--- src/logic/stap_regs.svh ---
// Constants for the serial test access port front end.
// Assumes inclusion by bare name from the top module.
`ifndef STAP_REGS_SVH
`define STAP_REGS_SVH

`define STAP_IR_W 3
`define STAP_IR_EXTEST 3'h0
`define STAP_IR_IDCODE 3'h1
`define STAP_IR_SAMPLEZ 3'h2
`define STAP_IR_SAMPLE 3'h4
`define STAP_IR_BYPASS 3'h7
`define STAP_IR_CAPTURE 2'h1
`define STAP_BSR_W 70
`define STAP_ID_W 32
`define STAP_RESET_EDGES 3'h5

`endif

--- src/logic/stap_pkg.sv ---
// Types shared by the serial test access port front end.
// Assumes the constants header is on the include path.
`default_nettype none

package stap_pkg;

	// ----------------------------------------
	// Pin bundle and controller states
	// ----------------------------------------
	typedef struct packed {
		logic tck;
		logic tms;
		logic tdi;
	} stap_pins_t;

	typedef enum logic [3:0] {
		ST_TLR, ST_RTI, ST_SEL_DR, ST_CAP_DR, ST_SHIFT_DR, ST_EXIT1_DR, ST_PAUSE_DR,
		ST_EXIT2_DR, ST_UPD_DR, ST_SEL_IR, ST_CAP_IR, ST_SHIFT_IR, ST_EXIT1_IR,
		ST_PAUSE_IR, ST_EXIT2_IR, ST_UPD_IR
	} stap_state_t;

	typedef enum logic [1:0] {
		SEL_BSR, SEL_ID, SEL_BYP
	} stap_sel_t;

endpackage

`default_nettype wire

--- src/logic/stap_top.sv ---
// Test access port front end: controller, instruction, bypass, identification
// and boundary scan registers, all stepped by edges of a sampled test clock.
// Assumes tck, tms and tdi come from pins outside the clk domain.
`include "stap_regs.svh"
`default_nettype none

module stap_top #(
	parameter logic [`STAP_ID_W-1:0] ID_CODE = 32'h0000_0001 // Arbitrary value.
) (
	input wire logic clk,
	input wire logic nrst,
	input wire stap_pkg::stap_pins_t pins,
	input wire logic tms_driven,
	input wire logic tdi_driven,
	input wire logic [`STAP_BSR_W-1:0] bsr_capture,
	output logic tdo,
	output logic tdo_oe,
	output logic out_hiz
);

	// ----------------------------------------
	// Reset and pin synchronisers
	// ----------------------------------------
	logic rst_s1_ff, rst_n_ff;
	always_ff @(posedge clk or negedge nrst) begin
		if (!nrst) begin
			rst_s1_ff <= 1'b0;
			rst_n_ff <= 1'b0;
		end else begin
			rst_s1_ff <= 1'b1;
			rst_n_ff <= rst_s1_ff;
		end
	end

	stap_pkg::stap_pins_t pin_raw, pin_s1_ff, pin_s2_ff;
	logic tck_d_ff;
	always_comb begin
		pin_raw = pins;
		pin_raw.tms = tms_driven ? pins.tms : 1'b1;
		pin_raw.tdi = tdi_driven ? pins.tdi : 1'b1;
	end

	always_ff @(posedge clk or negedge rst_n_ff) begin
		if (!rst_n_ff) begin
			pin_s1_ff <= '0;
			pin_s2_ff <= '0;
			tck_d_ff <= 1'b0;
		end else begin
			pin_s1_ff <= pin_raw;
			pin_s2_ff <= pin_s1_ff;
			tck_d_ff <= pin_s2_ff.tck;
		end
	end

	// A test clock held low yields no edges, so nothing below ever moves.
	logic tck_rise, tck_fall;
	assign tck_rise = pin_s2_ff.tck & ~tck_d_ff;
	assign tck_fall = ~pin_s2_ff.tck & tck_d_ff;

	// ----------------------------------------
	// Controller
	// ----------------------------------------
	function automatic stap_pkg::stap_state_t step(input stap_pkg::stap_state_t s,
		input logic m);
		unique case (s)
			stap_pkg::ST_TLR: step = m ? stap_pkg::ST_TLR : stap_pkg::ST_RTI;
			stap_pkg::ST_RTI: step = m ? stap_pkg::ST_SEL_DR : stap_pkg::ST_RTI;
			stap_pkg::ST_SEL_DR: step = m ? stap_pkg::ST_SEL_IR : stap_pkg::ST_CAP_DR;
			stap_pkg::ST_CAP_DR: step = m ? stap_pkg::ST_EXIT1_DR : stap_pkg::ST_SHIFT_DR;
			stap_pkg::ST_SHIFT_DR: step = m ? stap_pkg::ST_EXIT1_DR : stap_pkg::ST_SHIFT_DR;
			stap_pkg::ST_EXIT1_DR: step = m ? stap_pkg::ST_UPD_DR : stap_pkg::ST_PAUSE_DR;
			stap_pkg::ST_PAUSE_DR: step = m ? stap_pkg::ST_EXIT2_DR : stap_pkg::ST_PAUSE_DR;
			stap_pkg::ST_EXIT2_DR: step = m ? stap_pkg::ST_UPD_DR : stap_pkg::ST_SHIFT_DR;
			stap_pkg::ST_UPD_DR: step = m ? stap_pkg::ST_SEL_DR : stap_pkg::ST_RTI;
			stap_pkg::ST_SEL_IR: step = m ? stap_pkg::ST_TLR : stap_pkg::ST_CAP_IR;
			stap_pkg::ST_CAP_IR: step = m ? stap_pkg::ST_EXIT1_IR : stap_pkg::ST_SHIFT_IR;
			stap_pkg::ST_SHIFT_IR: step = m ? stap_pkg::ST_EXIT1_IR : stap_pkg::ST_SHIFT_IR;
			stap_pkg::ST_EXIT1_IR: step = m ? stap_pkg::ST_UPD_IR : stap_pkg::ST_PAUSE_IR;
			stap_pkg::ST_PAUSE_IR: step = m ? stap_pkg::ST_EXIT2_IR : stap_pkg::ST_PAUSE_IR;
			stap_pkg::ST_EXIT2_IR: step = m ? stap_pkg::ST_UPD_IR : stap_pkg::ST_SHIFT_IR;
			stap_pkg::ST_UPD_IR: step = m ? stap_pkg::ST_SEL_DR : stap_pkg::ST_RTI;
		endcase
	endfunction

	stap_pkg::stap_state_t st_ff;
	always_ff @(posedge clk or negedge rst_n_ff) begin
		if (!rst_n_ff) begin
			st_ff <= stap_pkg::ST_TLR;
		end else if (tck_rise) begin
			st_ff <= step(st_ff, pin_s2_ff.tms);
		end
	end

	// ----------------------------------------
	// Instruction register
	// ----------------------------------------
	logic [`STAP_IR_W-1:0] ir_ff, ir_sh_ff;
	always_ff @(posedge clk or negedge rst_n_ff) begin
		if (!rst_n_ff) begin
			ir_sh_ff <= `STAP_IR_IDCODE;
		end else if (tck_rise && st_ff == stap_pkg::ST_CAP_IR) begin
			ir_sh_ff <= {1'b0, `STAP_IR_CAPTURE};
		end else if (tck_rise && st_ff == stap_pkg::ST_SHIFT_IR) begin
			ir_sh_ff <= {pin_s2_ff.tdi, ir_sh_ff[`STAP_IR_W-1:1]};
		end
	end

	always_ff @(posedge clk or negedge rst_n_ff) begin
		if (!rst_n_ff) begin
			ir_ff <= `STAP_IR_IDCODE;
		end else if (tck_rise && st_ff == stap_pkg::ST_TLR) begin
			ir_ff <= `STAP_IR_IDCODE;
		end else if (tck_rise && st_ff == stap_pkg::ST_UPD_IR) begin
			ir_ff <= ir_sh_ff;
		end
	end

	// Reserved codes fall back to the bypass path so the chain stays intact.
	function automatic stap_pkg::stap_sel_t pick(input logic [`STAP_IR_W-1:0] code);
		unique case (code)
			`STAP_IR_IDCODE: pick = stap_pkg::SEL_ID;
			`STAP_IR_EXTEST, `STAP_IR_SAMPLEZ, `STAP_IR_SAMPLE: pick = stap_pkg::SEL_BSR;
			default: pick = stap_pkg::SEL_BYP;
		endcase
	endfunction

	stap_pkg::stap_sel_t sel;
	assign sel = pick(ir_ff);

	// ----------------------------------------
	// Data registers
	// ----------------------------------------
	logic [`STAP_BSR_W-1:0] bsr_ff;
	logic [`STAP_ID_W-1:0] id_ff;
	logic byp_ff;
	logic cap_dr, sh_dr;
	assign cap_dr = tck_rise && st_ff == stap_pkg::ST_CAP_DR;
	assign sh_dr = tck_rise && st_ff == stap_pkg::ST_SHIFT_DR;

	// Capture is not synchronised to the memory clock; a moving pin may be caught mid-change.
	always_ff @(posedge clk or negedge rst_n_ff) begin
		if (!rst_n_ff) begin
			bsr_ff <= '0;
		end else if (cap_dr && sel == stap_pkg::SEL_BSR) begin
			bsr_ff <= bsr_capture;
		end else if (sh_dr && sel == stap_pkg::SEL_BSR) begin
			bsr_ff <= {pin_s2_ff.tdi, bsr_ff[`STAP_BSR_W-1:1]};
		end
	end

	always_ff @(posedge clk or negedge rst_n_ff) begin
		if (!rst_n_ff) begin
			id_ff <= '0;
		end else if (cap_dr && sel == stap_pkg::SEL_ID) begin
			id_ff <= ID_CODE;
		end else if (sh_dr && sel == stap_pkg::SEL_ID) begin
			id_ff <= {pin_s2_ff.tdi, id_ff[`STAP_ID_W-1:1]};
		end
	end

	always_ff @(posedge clk or negedge rst_n_ff) begin
		if (!rst_n_ff) begin
			byp_ff <= 1'b0;
		end else if (cap_dr && sel == stap_pkg::SEL_BYP) begin
			byp_ff <= 1'b0;
		end else if (sh_dr && sel == stap_pkg::SEL_BYP) begin
			byp_ff <= pin_s2_ff.tdi;
		end
	end

	// ----------------------------------------
	// Falling-edge outputs
	// ----------------------------------------
	logic lsb_out;
	always_comb begin
		unique case (sel)
			stap_pkg::SEL_BSR: lsb_out = bsr_ff[0];
			stap_pkg::SEL_ID: lsb_out = id_ff[0];
			default: lsb_out = byp_ff;
		endcase
	end

	always_ff @(posedge clk or negedge rst_n_ff) begin
		if (!rst_n_ff) begin
			tdo <= 1'b0;
			tdo_oe <= 1'b0;
			out_hiz <= 1'b0;
		end else if (tck_fall) begin
			tdo <= (st_ff == stap_pkg::ST_SHIFT_IR) ? ir_sh_ff[0] : lsb_out;
			tdo_oe <= st_ff == stap_pkg::ST_SHIFT_IR ||
				st_ff == stap_pkg::ST_SHIFT_DR;
			out_hiz <= ir_ff == `STAP_IR_EXTEST || ir_ff == `STAP_IR_SAMPLEZ;
		end
	end

	// ----------------------------------------
	// Checks
	// ----------------------------------------
	logic [2:0] hi_cnt_ff;
	always_ff @(posedge clk or negedge rst_n_ff) begin
		if (!rst_n_ff) begin
			hi_cnt_ff <= '0;
		end else if (tck_rise) begin
			hi_cnt_ff <= !pin_s2_ff.tms ? 3'h0 :
				(hi_cnt_ff == `STAP_RESET_EDGES) ? hi_cnt_ff : hi_cnt_ff + 3'h1;
		end
	end

	tap_reset_a: assert property (@(posedge clk) disable iff (!rst_n_ff)
		hi_cnt_ff == `STAP_RESET_EDGES |-> st_ff == stap_pkg::ST_TLR)
		else $error("Controller not in reset after five high edges.");
	state_hold_a: assert property (@(posedge clk) disable iff (!rst_n_ff)
		!tck_rise |=> $stable(st_ff))
		else $error("Controller moved without a rising test clock.");
	tdo_fall_a: assert property (@(posedge clk) disable iff (!rst_n_ff)
		!tck_fall |=> $stable(tdo) && $stable(tdo_oe))
		else $error("Data out changed without a falling test clock.");
	tdo_hiz_a: assert property (@(posedge clk) disable iff (!rst_n_ff)
		tck_fall && st_ff != stap_pkg::ST_SHIFT_DR && st_ff != stap_pkg::ST_SHIFT_IR
		|=> !tdo_oe)
		else $error("Data out driven outside a shift state.");
	ir_capture_a: assert property (@(posedge clk) disable iff (!rst_n_ff)
		tck_rise && st_ff == stap_pkg::ST_CAP_IR |=> ir_sh_ff[1:0] == `STAP_IR_CAPTURE)
		else $error("Instruction capture pattern wrong.");
	ir_update_a: assert property (@(posedge clk) disable iff (!rst_n_ff)
		!(tck_rise && (st_ff == stap_pkg::ST_UPD_IR || st_ff == stap_pkg::ST_TLR))
		|=> $stable(ir_ff))
		else $error("Instruction changed outside update.");
	ir_reset_a: assert property (@(posedge clk) disable iff (!rst_n_ff)
		tck_rise && st_ff == stap_pkg::ST_TLR |=> ir_ff == `STAP_IR_IDCODE)
		else $error("Instruction not identification after reset.");
	msb_entry_a: assert property (@(posedge clk) disable iff (!rst_n_ff)
		sh_dr && sel == stap_pkg::SEL_ID |=> id_ff[`STAP_ID_W-1] == $past(pin_s2_ff.tdi))
		else $error("Serial data did not enter at the top bit.");
	lsb_out_a: assert property (@(posedge clk) disable iff (!rst_n_ff)
		tck_fall && st_ff == stap_pkg::ST_SHIFT_IR |=> tdo == $past(ir_sh_ff[0]) && tdo_oe)
		else $error("Data out not from the low bit.");
	pull_up_a: assert property (@(posedge clk) disable iff (!rst_n_ff)
		!tms_driven [*3] |-> pin_s2_ff.tms)
		else $error("Floating mode select did not read high.");

	reset_seq_c: cover property (@(posedge clk) disable iff (!rst_n_ff)
		hi_cnt_ff == `STAP_RESET_EDGES);
	ir_load_c: cover property (@(posedge clk) disable iff (!rst_n_ff)
		tck_rise && st_ff == stap_pkg::ST_UPD_IR && ir_sh_ff == `STAP_IR_BYPASS);
	id_shift_c: cover property (@(posedge clk) disable iff (!rst_n_ff)
		sh_dr && sel == stap_pkg::SEL_ID);

endmodule

`default_nettype wire

--- config.mk ---
export PLATFORM = sky130hd
export DESIGN_NAME = stap_top
export DESIGN_NICKNAME = d
export VERILOG_FILES = /design/src/logic/stap_pkg.sv /design/src/logic/stap_top.sv
export VERILOG_INCLUDE_DIRS = /design/src /design/src/logic
export SDC_FILE = /design/constraint.sdc
export NUM_CORES = 1
export LEC_CHECK = 0
export BUFFER_PORTS_ARGS = -buffer_cell sky130_fd_sc_hd__buf_2
export CORE_UTILIZATION = 55
export DETAILED_ROUTE_END_ITERATION = 6
export PLACE_DENSITY = 0.88
export SLEW_MARGIN = 20
export SYNTH_ARGS = -nofsm -noshare
export SYNTH_HDL_FRONTEND = slang
export SYNTH_SLANG_ARGS = --single-unit
--- constraint.sdc ---
create_clock -name clk -period 5 [get_ports clk]
set_input_delay 1 -clock clk [delete_from_list [all_inputs] [get_ports clk]]
set_output_delay 1 -clock clk [all_outputs]
set_load 0.02 [all_outputs]
* Yosys cells after proc, flatten, opt, wreduce, memory -nomap -nowiden *
Cells that the tools add are included.

operators by class
  bitwise logic cells = 4
  equal/unequal tests = 20
  reductions and logical operators = 26
  muxes and demuxes = 28

operators by type and width
  operator                                       count
  two-way mux 70 bit                             2
  two-way mux 32 bit                             2
  one-hot mux 4 bit (12 select lines)            1
  == test 4 bit, second input constant           8
  two-way mux 3 bit                              6
  == test 4 x 3 -> 1 bit, second input constant  4
  two-way mux 4 bit                              4
  logical AND 1 bit                              12
  nonzero test 2 bit                             5
  == test 4 x 2 -> 1 bit, second input constant  2
  two-way mux 1 bit                              8
  two-way mux 2 bit                              3
  OR reduction 3 bit                             2
  == test 4 x 1 -> 1 bit, second input constant  1
  zero test 4 bit                                1
  one-hot mux 2 bit (2 select lines)             1
  OR reduction 2 bit                             2
  == test 3 x 1 -> 1 bit, second input constant  1
  == test 3 x 2 -> 1 bit, second input constant  1
  == test 3 bit, second input constant           1
  zero test 3 bit                                1
  bitwise AND 1 bit                              2
  == test 2 x 1 -> 1 bit, second input constant  1
  == test 2 bit, second input constant           1
  4 further kinds                                6

word-level totals
  word-level logic and storage cells = 96
  register bits = 125
  bits of input ports = 77

* Longest topological paths before layout *
Gate-level depths: netlist (run 1).

  word-level depth = 7
  mapped depth = 7
  mapped depth without buffers = 4

* Worst setup path before layout (run 1) *
No wires, ideal clock.

  path type = reg-to-reg
  start = register tck_d_ff
  end = register bsr_ff[0]
  stages on the path, launching flop included = 8
  arrival time = 1.598 ns
  path buffers = 3
  clock period less this slack = 1.730 ns
  path slack = 3.270 ns
  path through = dfrtp_1 > nand2b_1 > or4_1 > clkbuf_1 > buf_6 > buf_6 > mux2i_1 > o21ai_1

between the ends
  longest elaborated chain between the ends = 5
  elaborated cells between the ends (all ways) = 8
  those cells by class = mux: 1; bitwise: 2; reduce/logical: 5

ends and longest elaborated chain
  item                                                      RTL line                          source
  from (decl)                                               stap_top.sv:36                    logic tck_d_ff;
  from (signal assigned)                                    stap_top.sv:51                    tck_d_ff <= pin_s2_ff.tck;
  inverter 1 bit *                                          stap_top.sv:57                    assign tck_rise = pin_s2_ff.tck & ~tck_d_ff;
  bitwise AND 1 bit *                                       stap_top.sv:57
  logical AND 1 bit, on equally long branches               stap_top.sv:137, stap_top.sv:138
  logical AND 1 bit, on equally long branches               stap_top.sv:144, stap_top.sv:146
  two-way mux 70 bit or nonzero test 2 bit (tied branches)  -
  to (signal assigned)                                      stap_top.sv:145                   bsr_ff <= bsr_capture;
  to (signal assigned)                                      stap_top.sv:147                   bsr_ff <= {pin_s2_ff.tdi, bsr_ff[`STAP_BSR_W-1:1]};
  to (decl)                                                 stap_top.sv:133                   logic [`STAP_BSR_W-1:0] bsr_ff;

Mark *: on every way between the ends. The rest lies on a longest branch, timed or not.
A chain may end at the register's enable or synchronous reset.

* Worst setup path after layout (run 1) *
  start = register st_ff[0]
  end = register bsr_ff[38]

between the ends
  longest elaborated chain between the ends = 4
  elaborated cells between the ends (all ways) = 8
  those cells by class = eq/ne: 2; mux: 1; reduce/logical: 5

ends and longest elaborated chain
  item                                                              RTL line                          source
  from (decl)                                                       stap_top.sv:85                    stap_pkg::stap_state_t st_ff;
  from (signal assigned)                                            stap_top.sv:88                    st_ff <= stap_pkg::ST_TLR;
  from (signal assigned)                                            stap_top.sv:90                    st_ff <= step(st_ff, pin_s2_ff.tms);
  == test 4 x 2 -> 1 bit or == test 4 x 3 -> 1 bit (tied branches)  stap_top.sv:137, stap_top.sv:138
  logical AND 1 bit, on equally long branches                       stap_top.sv:137, stap_top.sv:138
  logical AND 1 bit, on equally long branches                       stap_top.sv:144, stap_top.sv:146
  two-way mux 70 bit or nonzero test 2 bit (tied branches)          -

Several ways; a longest one is shown, not always the timed one.

==> impl_metrics.yaml, run 1 <==
placement:
  gp_congestion: 0.811
  dp_hpwl_um: 7170
  post-place-ws_ns: 2.32
  dp_cells: 738
  io_buffers: 79
synth:
  yosysTopAreaCell: "dfrtp_1"
  yosysWarnings: 0
  yosysTopAreaCellShare_pct: 55.2
  ys_seq_area_share_pct: 56.1
  syn_nets: 639
  synth_cells: 562
  synth_area_mm2: 0.00558
  synth.avg_cell_area_um2: 9.92
  yosys-top-cells-area: "dfrtp_1 55%, mux2i_1 13%, nand2_1 9.6%"
  synth_cell_type_count: 39
  yosys_register_bits: 125
cts:
  cts_sinks: 125
  cts_post_setup_buffers_inserted: 0
  htreeDepth: 4
  root_buffer: "clkbuf_8"
  clockBufferDepth: 2
  cts_resized: 0
  clk_latency_ns: 0.53
  cts_made_buffers: 17
  clk_pin_slew_ns: 0.06
  tritoncts: "yes"
  cts.hold.buffers_added: 0
grt:
  grt_pass1_vias: 4181
  grt_usage_pct: 25.3
  grt_pass1_wl_um: 19900
  antenna_found_initial: 0
  grt_max_degree: 83
  overflow: 0
drt:
  wl_um: 12200
  detail_route.vias_per_cell: 5.56
  drc: 0
  drtIter0Drc: 338
  num_vias: 4275
  ant_nets: 0
  first_pass_iters: 5
  wl_per_cell_um: 15.8
cells_and_area:
  diodes: 0
  layout-drive-gt1-share_pct: 19.0
  final_cells: 769
  nets: 701
  area_growth_pct: 19.1
  fillers: 721
  multi_input_area_mm2: 0.00223
  regArea_mm2: 0.00313
floorplanning:
  fp.dieArea_mm2: 0.0105
  row_count: 36
  ioPinCount: 80
  fp.dieH_um: 103
  die_w_um: 103
  core_area_mm2: 0.00982
  start_util_pct: 56.8
sta:
  hold_violations: 0
  tns_ns: 0
  setup_viol: 0
  fmax_mhz: 354
  slew_violations: 0
  period_share_pct: 56.5
  hold_ws_ns: 0.247
  worst_slew_pin_slew_ns: 1.09
  worst_slack_ns: 2.18
  grt_setup_unrepaired: "false"
  layout_min_cycle_time_ns: 2.82
  slew_headroom_pct: 27.5
  finClkSkew_ns: 0.0108
power:
  power.density_mw_per_mm2: 567
  p_leak_uw: 0.00350
  vdd_drop_max_v: 0.000316
min_path:
  hp-class: "input port to asynchronous set/reset pin"
setup_path:
  cp_data_required_time_ns: 5.38
  cp-end-kind: "register"
  start_kind: "register"
  critPathKind: "register to register"
  cp.arrival_ns: 3.20
  critPathMaxFanout: 82
  r2r_cells: 5
run:
  cap_violations: 0
outcome:
  status: "complete, no violations"
## cell type report
type | count | area share (%)
tap | 133 | 2.51
multi-input combinational | 389 | 33.6
inverter | 7 | 0.396
sequential | 125 | 47.2
clock inverter | 12 | 3.28
timing repair buffer | 84 | 6.52
clock buffer | 19 | 6.50
## synth_stat cells, drive strengths merged
library cell / n
o211ai: 2
nand3: 4
a22o: 2
or3b: 1
a32oi: 2
o21ai: 112
dfstp: 2
nor2b: 3
nor3: 5
o221ai: 1
nor3b: 2
dfrtp: 123
nor2: 8
clkbuf: 26
maj3: 1
o31ai: 2
o31a: 1
a221oi: 1
nor4: 2
xnor2: 1
a211oi: 1
inv: 7
conb: 1
mux2i: 71
or2: 1
and4b: 1
o2111ai: 1
and3b: 1
buf: 15
nand4: 2
or4: 2
nand2b: 5
a21oi: 6
nand2: 143
a31oi: 3
o32ai: 1
## logic make-up (layout without fill, tap and decap cells)
| kind of cell | after synthesis | after routing | synth area share (%) |
|---|---|---|---|
| compound gates | 135 | 135 | 13.0 |
| buf+inv | 48 | 122 | 4.22 |
| flops | 125 | 125 | 56.1 |
| other cells | 1 | 1 | 0.0673 |
| fa+ha+maj | 1 | 1 | 0.180 |
| mux | 71 | 71 | 12.7 |
| simple gates | 180 | 180 | 13.5 |
| xor+xnor | 1 | 1 | 0.157 |
## placed cells by master, fill, tap and decap left out, types with 2 or more instances in the layout
master	count
a21oi_1	6
a22o_1	2
a31oi_1	3
a32oi_1	2
buf_2	79
buf_4	5
bufinv_16	6
clkbuf_16	16
clkbuf_8	2
clkinv_2	3
clkinvlp_4	3
dfrtp_1	122
dfstp_2	2
inv_1	7
mux2i_1	71
nand2_1	143
nand2b_1	5
nand3_1	4
nand4_1	2
nor2_1	8
nor2b_1	3
nor3_1	5
nor3b_1	2
nor4_1	2
o211ai_1	2
o21ai_0	63
o21ai_1	49
o31ai_1	2
## metal layers
metal  part of all wire, %  up-vias  GRT usage, %
met5                     0        -             0
met4                   1.8        0          9.67
met3                   6.0       20          8.61
met2                    51      144          40.1
met1                    41     2064          32.2
li1                      -     2047             -
## state kept, by name (all words and copies together), names as in the netlist, 3 cells and up
signal	cells
bsr_ff	70
pin_s2_ff	3
pin_s1_ff	3
st_ff	4
ir_sh_ff	3
ir_ff	3
id_ff	32
## metrics by stage
stage | utilization, % | instance area, µm² | total power, µW
after floorplan | - | 5580 | 2140
after global placement | 61.0 | 5990 | 2270
after detailed placement | 61.0 | 5990 | 2370
after CTS | 67.6 | 6640 | 3770
after global routing | 67.6 | 6640 | 3960
final | 67.6 | 6640 | 3770
## worst paths after layout
path	startpoint	to	slack, ns
max	st_ff[0]	bsr_ff[38]	2.18
min	nrst	rst_n_ff	0.25
max reg2reg	st_ff[0]	bsr_ff[38]	2.18
min reg2reg	pin_s1_ff[0]	pin_s2_ff[0]	0.35
max in group asynchronous	rst_n_ff	bsr_ff[2]	3.33
min in group clk	pin_s1_ff[0]	pin_s2_ff[0]	0.35
## where the power goes
part | switching, µW | leakage, µW | internal [µW]
clock network | 447 | 0.000310 | 917
registers | 288 | 0.00155 | 1360
logic | 421 | 0.00164 | 332
total | 1160 | 0.00350 | 2610
## critical path, stage by stage (launching register included)
cell and delay (ns):
dfrtp_1 0.73, nand2_1 0.15, or4_4 0.71, buf_4 0.51, mux2i_1 0.39, o21ai_1 0.10
Note: power is estimated with default switching activity, not from simulation.
==> inputs of run 2 (changes only) <==
- clock period: 5 -> 2.7 ns (I/O delays scaled with it)
==> impl_metrics.yaml, run 2 (same netlist as run 1, synthesis figures left out) <==
setup_path:
  crit_buf_inv: 1
  crit_slowest_cell: "dfrtp_1"
  cp.arrival_ns: 2.71
  cp_data_required_time_ns: 3.07
  path_cells: "nand2_1 -> or4_4 -> buf_12 -> mux2i_1 -> o21ai_1"
  start_kind: "register"
  critPathMaxStageDelay_ns: 0.73
  critPathMaxFanout: 102
  cp-end-kind: "register"
  crit_family: "flip-flops"
  critPathKind: "register to register"
power:
  vdd_drop_max_v: 0.000887
  p_leak_uw: 0.00352
  power_uw: 6780
  power.density_mw_per_mm2: 1020
drt:
  num_vias: 4272
  drc: 0
  drtIter0Drc: 319
  wl_per_cell_um: 15.5
  wl_um: 11900
  first_pass_iters: 5
  ant_nets: 0
  detail_route.vias_per_cell: 5.54
cts:
  htreeDepth: 4
  root_buffer: "clkbuf_8"
  clockBufferDepth: 2
  tritoncts: "yes"
  cts_resized: 0
  cts_made_buffers: 17
  clk_latency_ns: 0.52
  cts_post_setup_buffers_inserted: 0
  cts.hold.buffers_added: 1
  cts_sinks: 125
  clk_pin_slew_ns: 0.05
run:
  cap_violations: 0
cells_and_area:
  nets: 702
  area_growth_pct: 19.4
  layout-drive-gt1-share_pct: 18.5
  largest_reg_flops: 70
  largestRegisters: "bsr_ff x70, id_ff x32, st_ff x4"
  largest-register: "bsr_ff"
  final_common_cell: "nand2_1"
  diodes: 0
  final_cells: 771
  fin_area_mm2: 0.00666
  final_cell_mix: "143 x nand2_1, 122 x dfrtp_1, 79 x buf_2"
placement:
  place_area_mm2: 0.00603
  gp_congestion: 0.787
  dp_cells: 738
  dp_hpwl_um: 6890
  io_buffers: 79
  post-place-ws_ns: 0.504
sta:
  tns_ns: 0
  grt_setup_unrepaired: "false"
  fmax_mhz: 428
  layout_min_cycle_time_ns: 2.34
  hold_violations: 0
  slew_headroom_pct: 40.4
  period_share_pct: 86.5
  slew_violations: 0
  setup_viol: 0
  worst_slew_pin_slew_ns: 0.886
  worst_slack_ns: 0.364
  finClkSkew_ns: 0.00974
floorplanning:
  core_area_mm2: 0.00982
  row_count: 36
  fp.dieArea_mm2: 0.0105
  start_util_pct: 56.8
  ioPinCount: 80
  die_w_um: 103
  fp.dieH_um: 103
grt:
  grt_pass1_wl_um: 19500
  antenna_found_initial: 0
  grt_max_degree: 141
  grt_pass1_vias: 4178
  grt_usage_pct: 24.6
  overflow: 0
min_path:
  hp-class: "input port to register"
outcome:
  status: "complete, no violations"
==> run 2: worst reg2reg max path, delay by kind of cell (launching register included) <==
family,cells,cell delay (ns)
flops,1,0.73
simple gates,2,0.70
mux,1,0.45
buf+inv,1,0.24
compound gates,1,0.08
==> run 2: layout make-up <==
type / instances / area (µm²)
Clock inverter: 6 / 130
Clock buffer: 26 / 488
Fill cell: 708 / 3160
Timing Repair Buffer: 85 / 480
Sequential cell: 125 / 3130
Inverter: 7 / 26.3
Tap cell: 133 / 166
Multi-Input combinational cell: 389 / 2230
==> run 2: stage by stage <==
stage                     hold slack, ns  utilization [%]
after detailed placement           0.330             61.4
final                              0.135             67.8
after CTS                          0.120             67.8
after global routing               0.115             67.8
after floorplan                    0.244                -
after global placement             0.326             61.4
==> run 2: where the power goes <==
| part | total (µW) | internal (µW) | switching, µW |
|---|---|---|---|
| Sequential | 3030 | 2520 | 514 |
| Clock | 2370 | 1600 | 770 |
| Combinational | 1380 | 623 | 754 |
==> run 2: per-layer routing <==
metal	part of all wire [%]	up-vias	track usage, %	wire [µm]
li1	-	2044	-	-
met1	42	2090	31.6	5050
met2	51	113	38.4	6030
met3	4.7	25	7.12	565
met4	2.4	0	12.2	285
met5	0	-	0	0
==> run 2: worst paths after layout <==
check	slack [ns]	start	end	depth (start not counted)
worst max-delay path	0.36	st_ff[0]	bsr_ff[1]	5
worst min-delay path	0.14	pins[2]	pin_s1_ff[2]	1
worst max register to register	0.36	st_ff[0]	bsr_ff[1]	5
worst min register to register	0.35	pin_s1_ff[2]	pin_s2_ff[2]	0
max in group asynchronous	1.49	rst_n_ff	ir_sh_ff[0]	1
min in group asynchronous	0.34	nrst	rst_s1_ff	2
==> inputs of run 3 (changes only) <==
- PLACE_DENSITY: 0.88 -> 0.78
==> impl_metrics.yaml, run 3 (same netlist as run 1, synthesis figures left out) <==
cells_and_area:
  multi_input_area_mm2: 0.00223
  regArea_mm2: 0.00313
  final_common_cell: "nand2_1"
  area_growth_pct: 19.0
  nets: 703
  fillers: 776
  largestRegisters: "bsr_ff x70, id_ff x32, st_ff x4"
  largest_reg_flops: 70
  final_cell_mix: "143 x nand2_1, 122 x dfrtp_1, 79 x buf_2"
  diodes: 0
  layout-drive-gt1-share_pct: 18.8
  largest-register: "bsr_ff"
grt:
  grt_pass1_wl_um: 17900
  overflow: 0
  antenna_found_initial: 0
  top_usage_layer: "met2"
  met2_usage_pct: 34.3
  use_met3_pct: 6.24
  grt_usage_pct: 22.3
  grt_pass1_vias: 3877
  use_met1_pct: 29.9
  grt_max_degree: 141
min_path:
  hp-start: "pins[2]"
  hp-class: "input port to register"
  min_path_cells: 1
  worstHoldEndpoint: "pin_s1_ff[2]"
setup_path:
  start_kind: "register"
  crit_slowest_cell: "dfrtp_1"
  rr_startpoint: "st_ff[1]"
  path_cells: "nand2_1 -> or4_4 -> buf_12 -> mux2i_1 -> o21ai_0"
  critPathMaxFanout: 102
  critPathKind: "register to register"
  crit_family: "simple AND/OR/NAND/NOR gates"
  critPathMaxStageDelay_ns: 0.60
  r2r_end: "bsr_ff[14]"
  cp.arrival_ns: 2.50
  cp_data_required_time_ns: 3.07
  rrSetupSlack_ns: 0.57
  cp-end-kind: "register"
  r2r_cells: 5
  startpoint: "st_ff[1]"
  crit_buf_inv: 1
sta:
  finClkSkew_ns: 0.00564
  tns_ns: 0
  slew_violations: 0
  layout_min_cycle_time_ns: 2.13
  setup_viol: 0
  hold_violations: 0
  worst_slew_pin_slew_ns: 0.919
  grt_setup_unrepaired: "false"
  period_share_pct: 78.9
  fmax_mhz: 469
  slew_headroom_pct: 38.7
floorplanning:
  row_count: 36
  ioPinCount: 80
  fp.dieArea_mm2: 0.0105
  start_util_pct: 56.8
  die_w_um: 103
  fp.dieH_um: 103
  core_area_mm2: 0.00982
drt:
  first_pass_iters: 5
  wl_um: 10700
  num_vias: 4072
  drtIter0Drc: 301
  detail_route.vias_per_cell: 5.27
  wl_per_cell_um: 13.8
  drc: 0
  ant_nets: 0
cts:
  clockBufferDepth: 2
  cts_made_buffers: 17
  cts.hold.buffers_added: 1
  root_buffer: "clkbuf_8"
  cts_resized: 0
  clk_pin_slew_ns: 0.06
  cts_sinks: 125
  clk_latency_ns: 0.51
  cts_post_setup_buffers_inserted: 0
  htreeDepth: 4
  tritoncts: "yes"
outcome:
  status: "complete, no violations"
power:
  power.density_mw_per_mm2: 998
  power_uw: 6620
  vdd_drop_max_v: 0.000546
  p_leak_uw: 0.00351
placement:
  io_buffers: 79
  dp_hpwl_um: 6650
  gp_congestion: 0.807
run:
  cap_violations: 0
==> run 3: how the worst max path moves through the flow <==
stage / to / slack (ns) / depth (start not counted)
2_1_floorplan: bsr_ff[0] / 0.62 / 0
3_3_place_gp: bsr_ff[40] / 0.73 / 5
3_5_place_dp: bsr_ff[32] / 0.61 / 5
4_1_cts: bsr_ff[32] / 0.60 / 5
5_1_grt: bsr_ff[32] / 0.46 / 5
6_report: bsr_ff[14] / 0.57 / 5
==> run 3: area by class of cell <==
| cell class | instances | share of cell area (%) |
|---|---|---|
| clock inverters | 6 | 1.58 |
| multi-input cells | 389 | 33.6 |
| inverters | 7 | 0.396 |
| well taps | 133 | 2.51 |
| flip-flops and latches | 125 | 47.2 |
| repair buffers | 86 | 7.16 |
| clock buffers | 26 | 7.50 |
==> run 3: power by group <==
group	leakage [µW]	internal (µW)	total, µW	switching (µW)
clock	0.000299	1530	2290	761
combinational	0.00166	628	1370	740
sequential	0.00155	2520	2970	448
total	0.00351	4670	6620	1950
==> run 3: through the flow <==
step / utilization, % / instances / cell area (µm²) / hold slack, ns / setup slack, ns
floorplan: - / 562 / 5580 / 0.244 / 0.619
finish: 67.6 / 772 / 6640 / 0.137 / 0.569
global placement: 61.3 / 739 / 6020 / 0.327 / 0.729
global route: 67.6 / 772 / 6640 / 0.130 / 0.464
detailed placement: 61.3 / 739 / 6020 / 0.329 / 0.611
CTS: 67.6 / 772 / 6640 / 0.128 / 0.602
==> run 3: layer usage <==
layer / up-vias / routed length, µm
met5: - / 0
met4: 0 / 199
met3: 19 / 677
met2: 115 / 5070
met1: 1888 / 4720
li1: 2050 / -
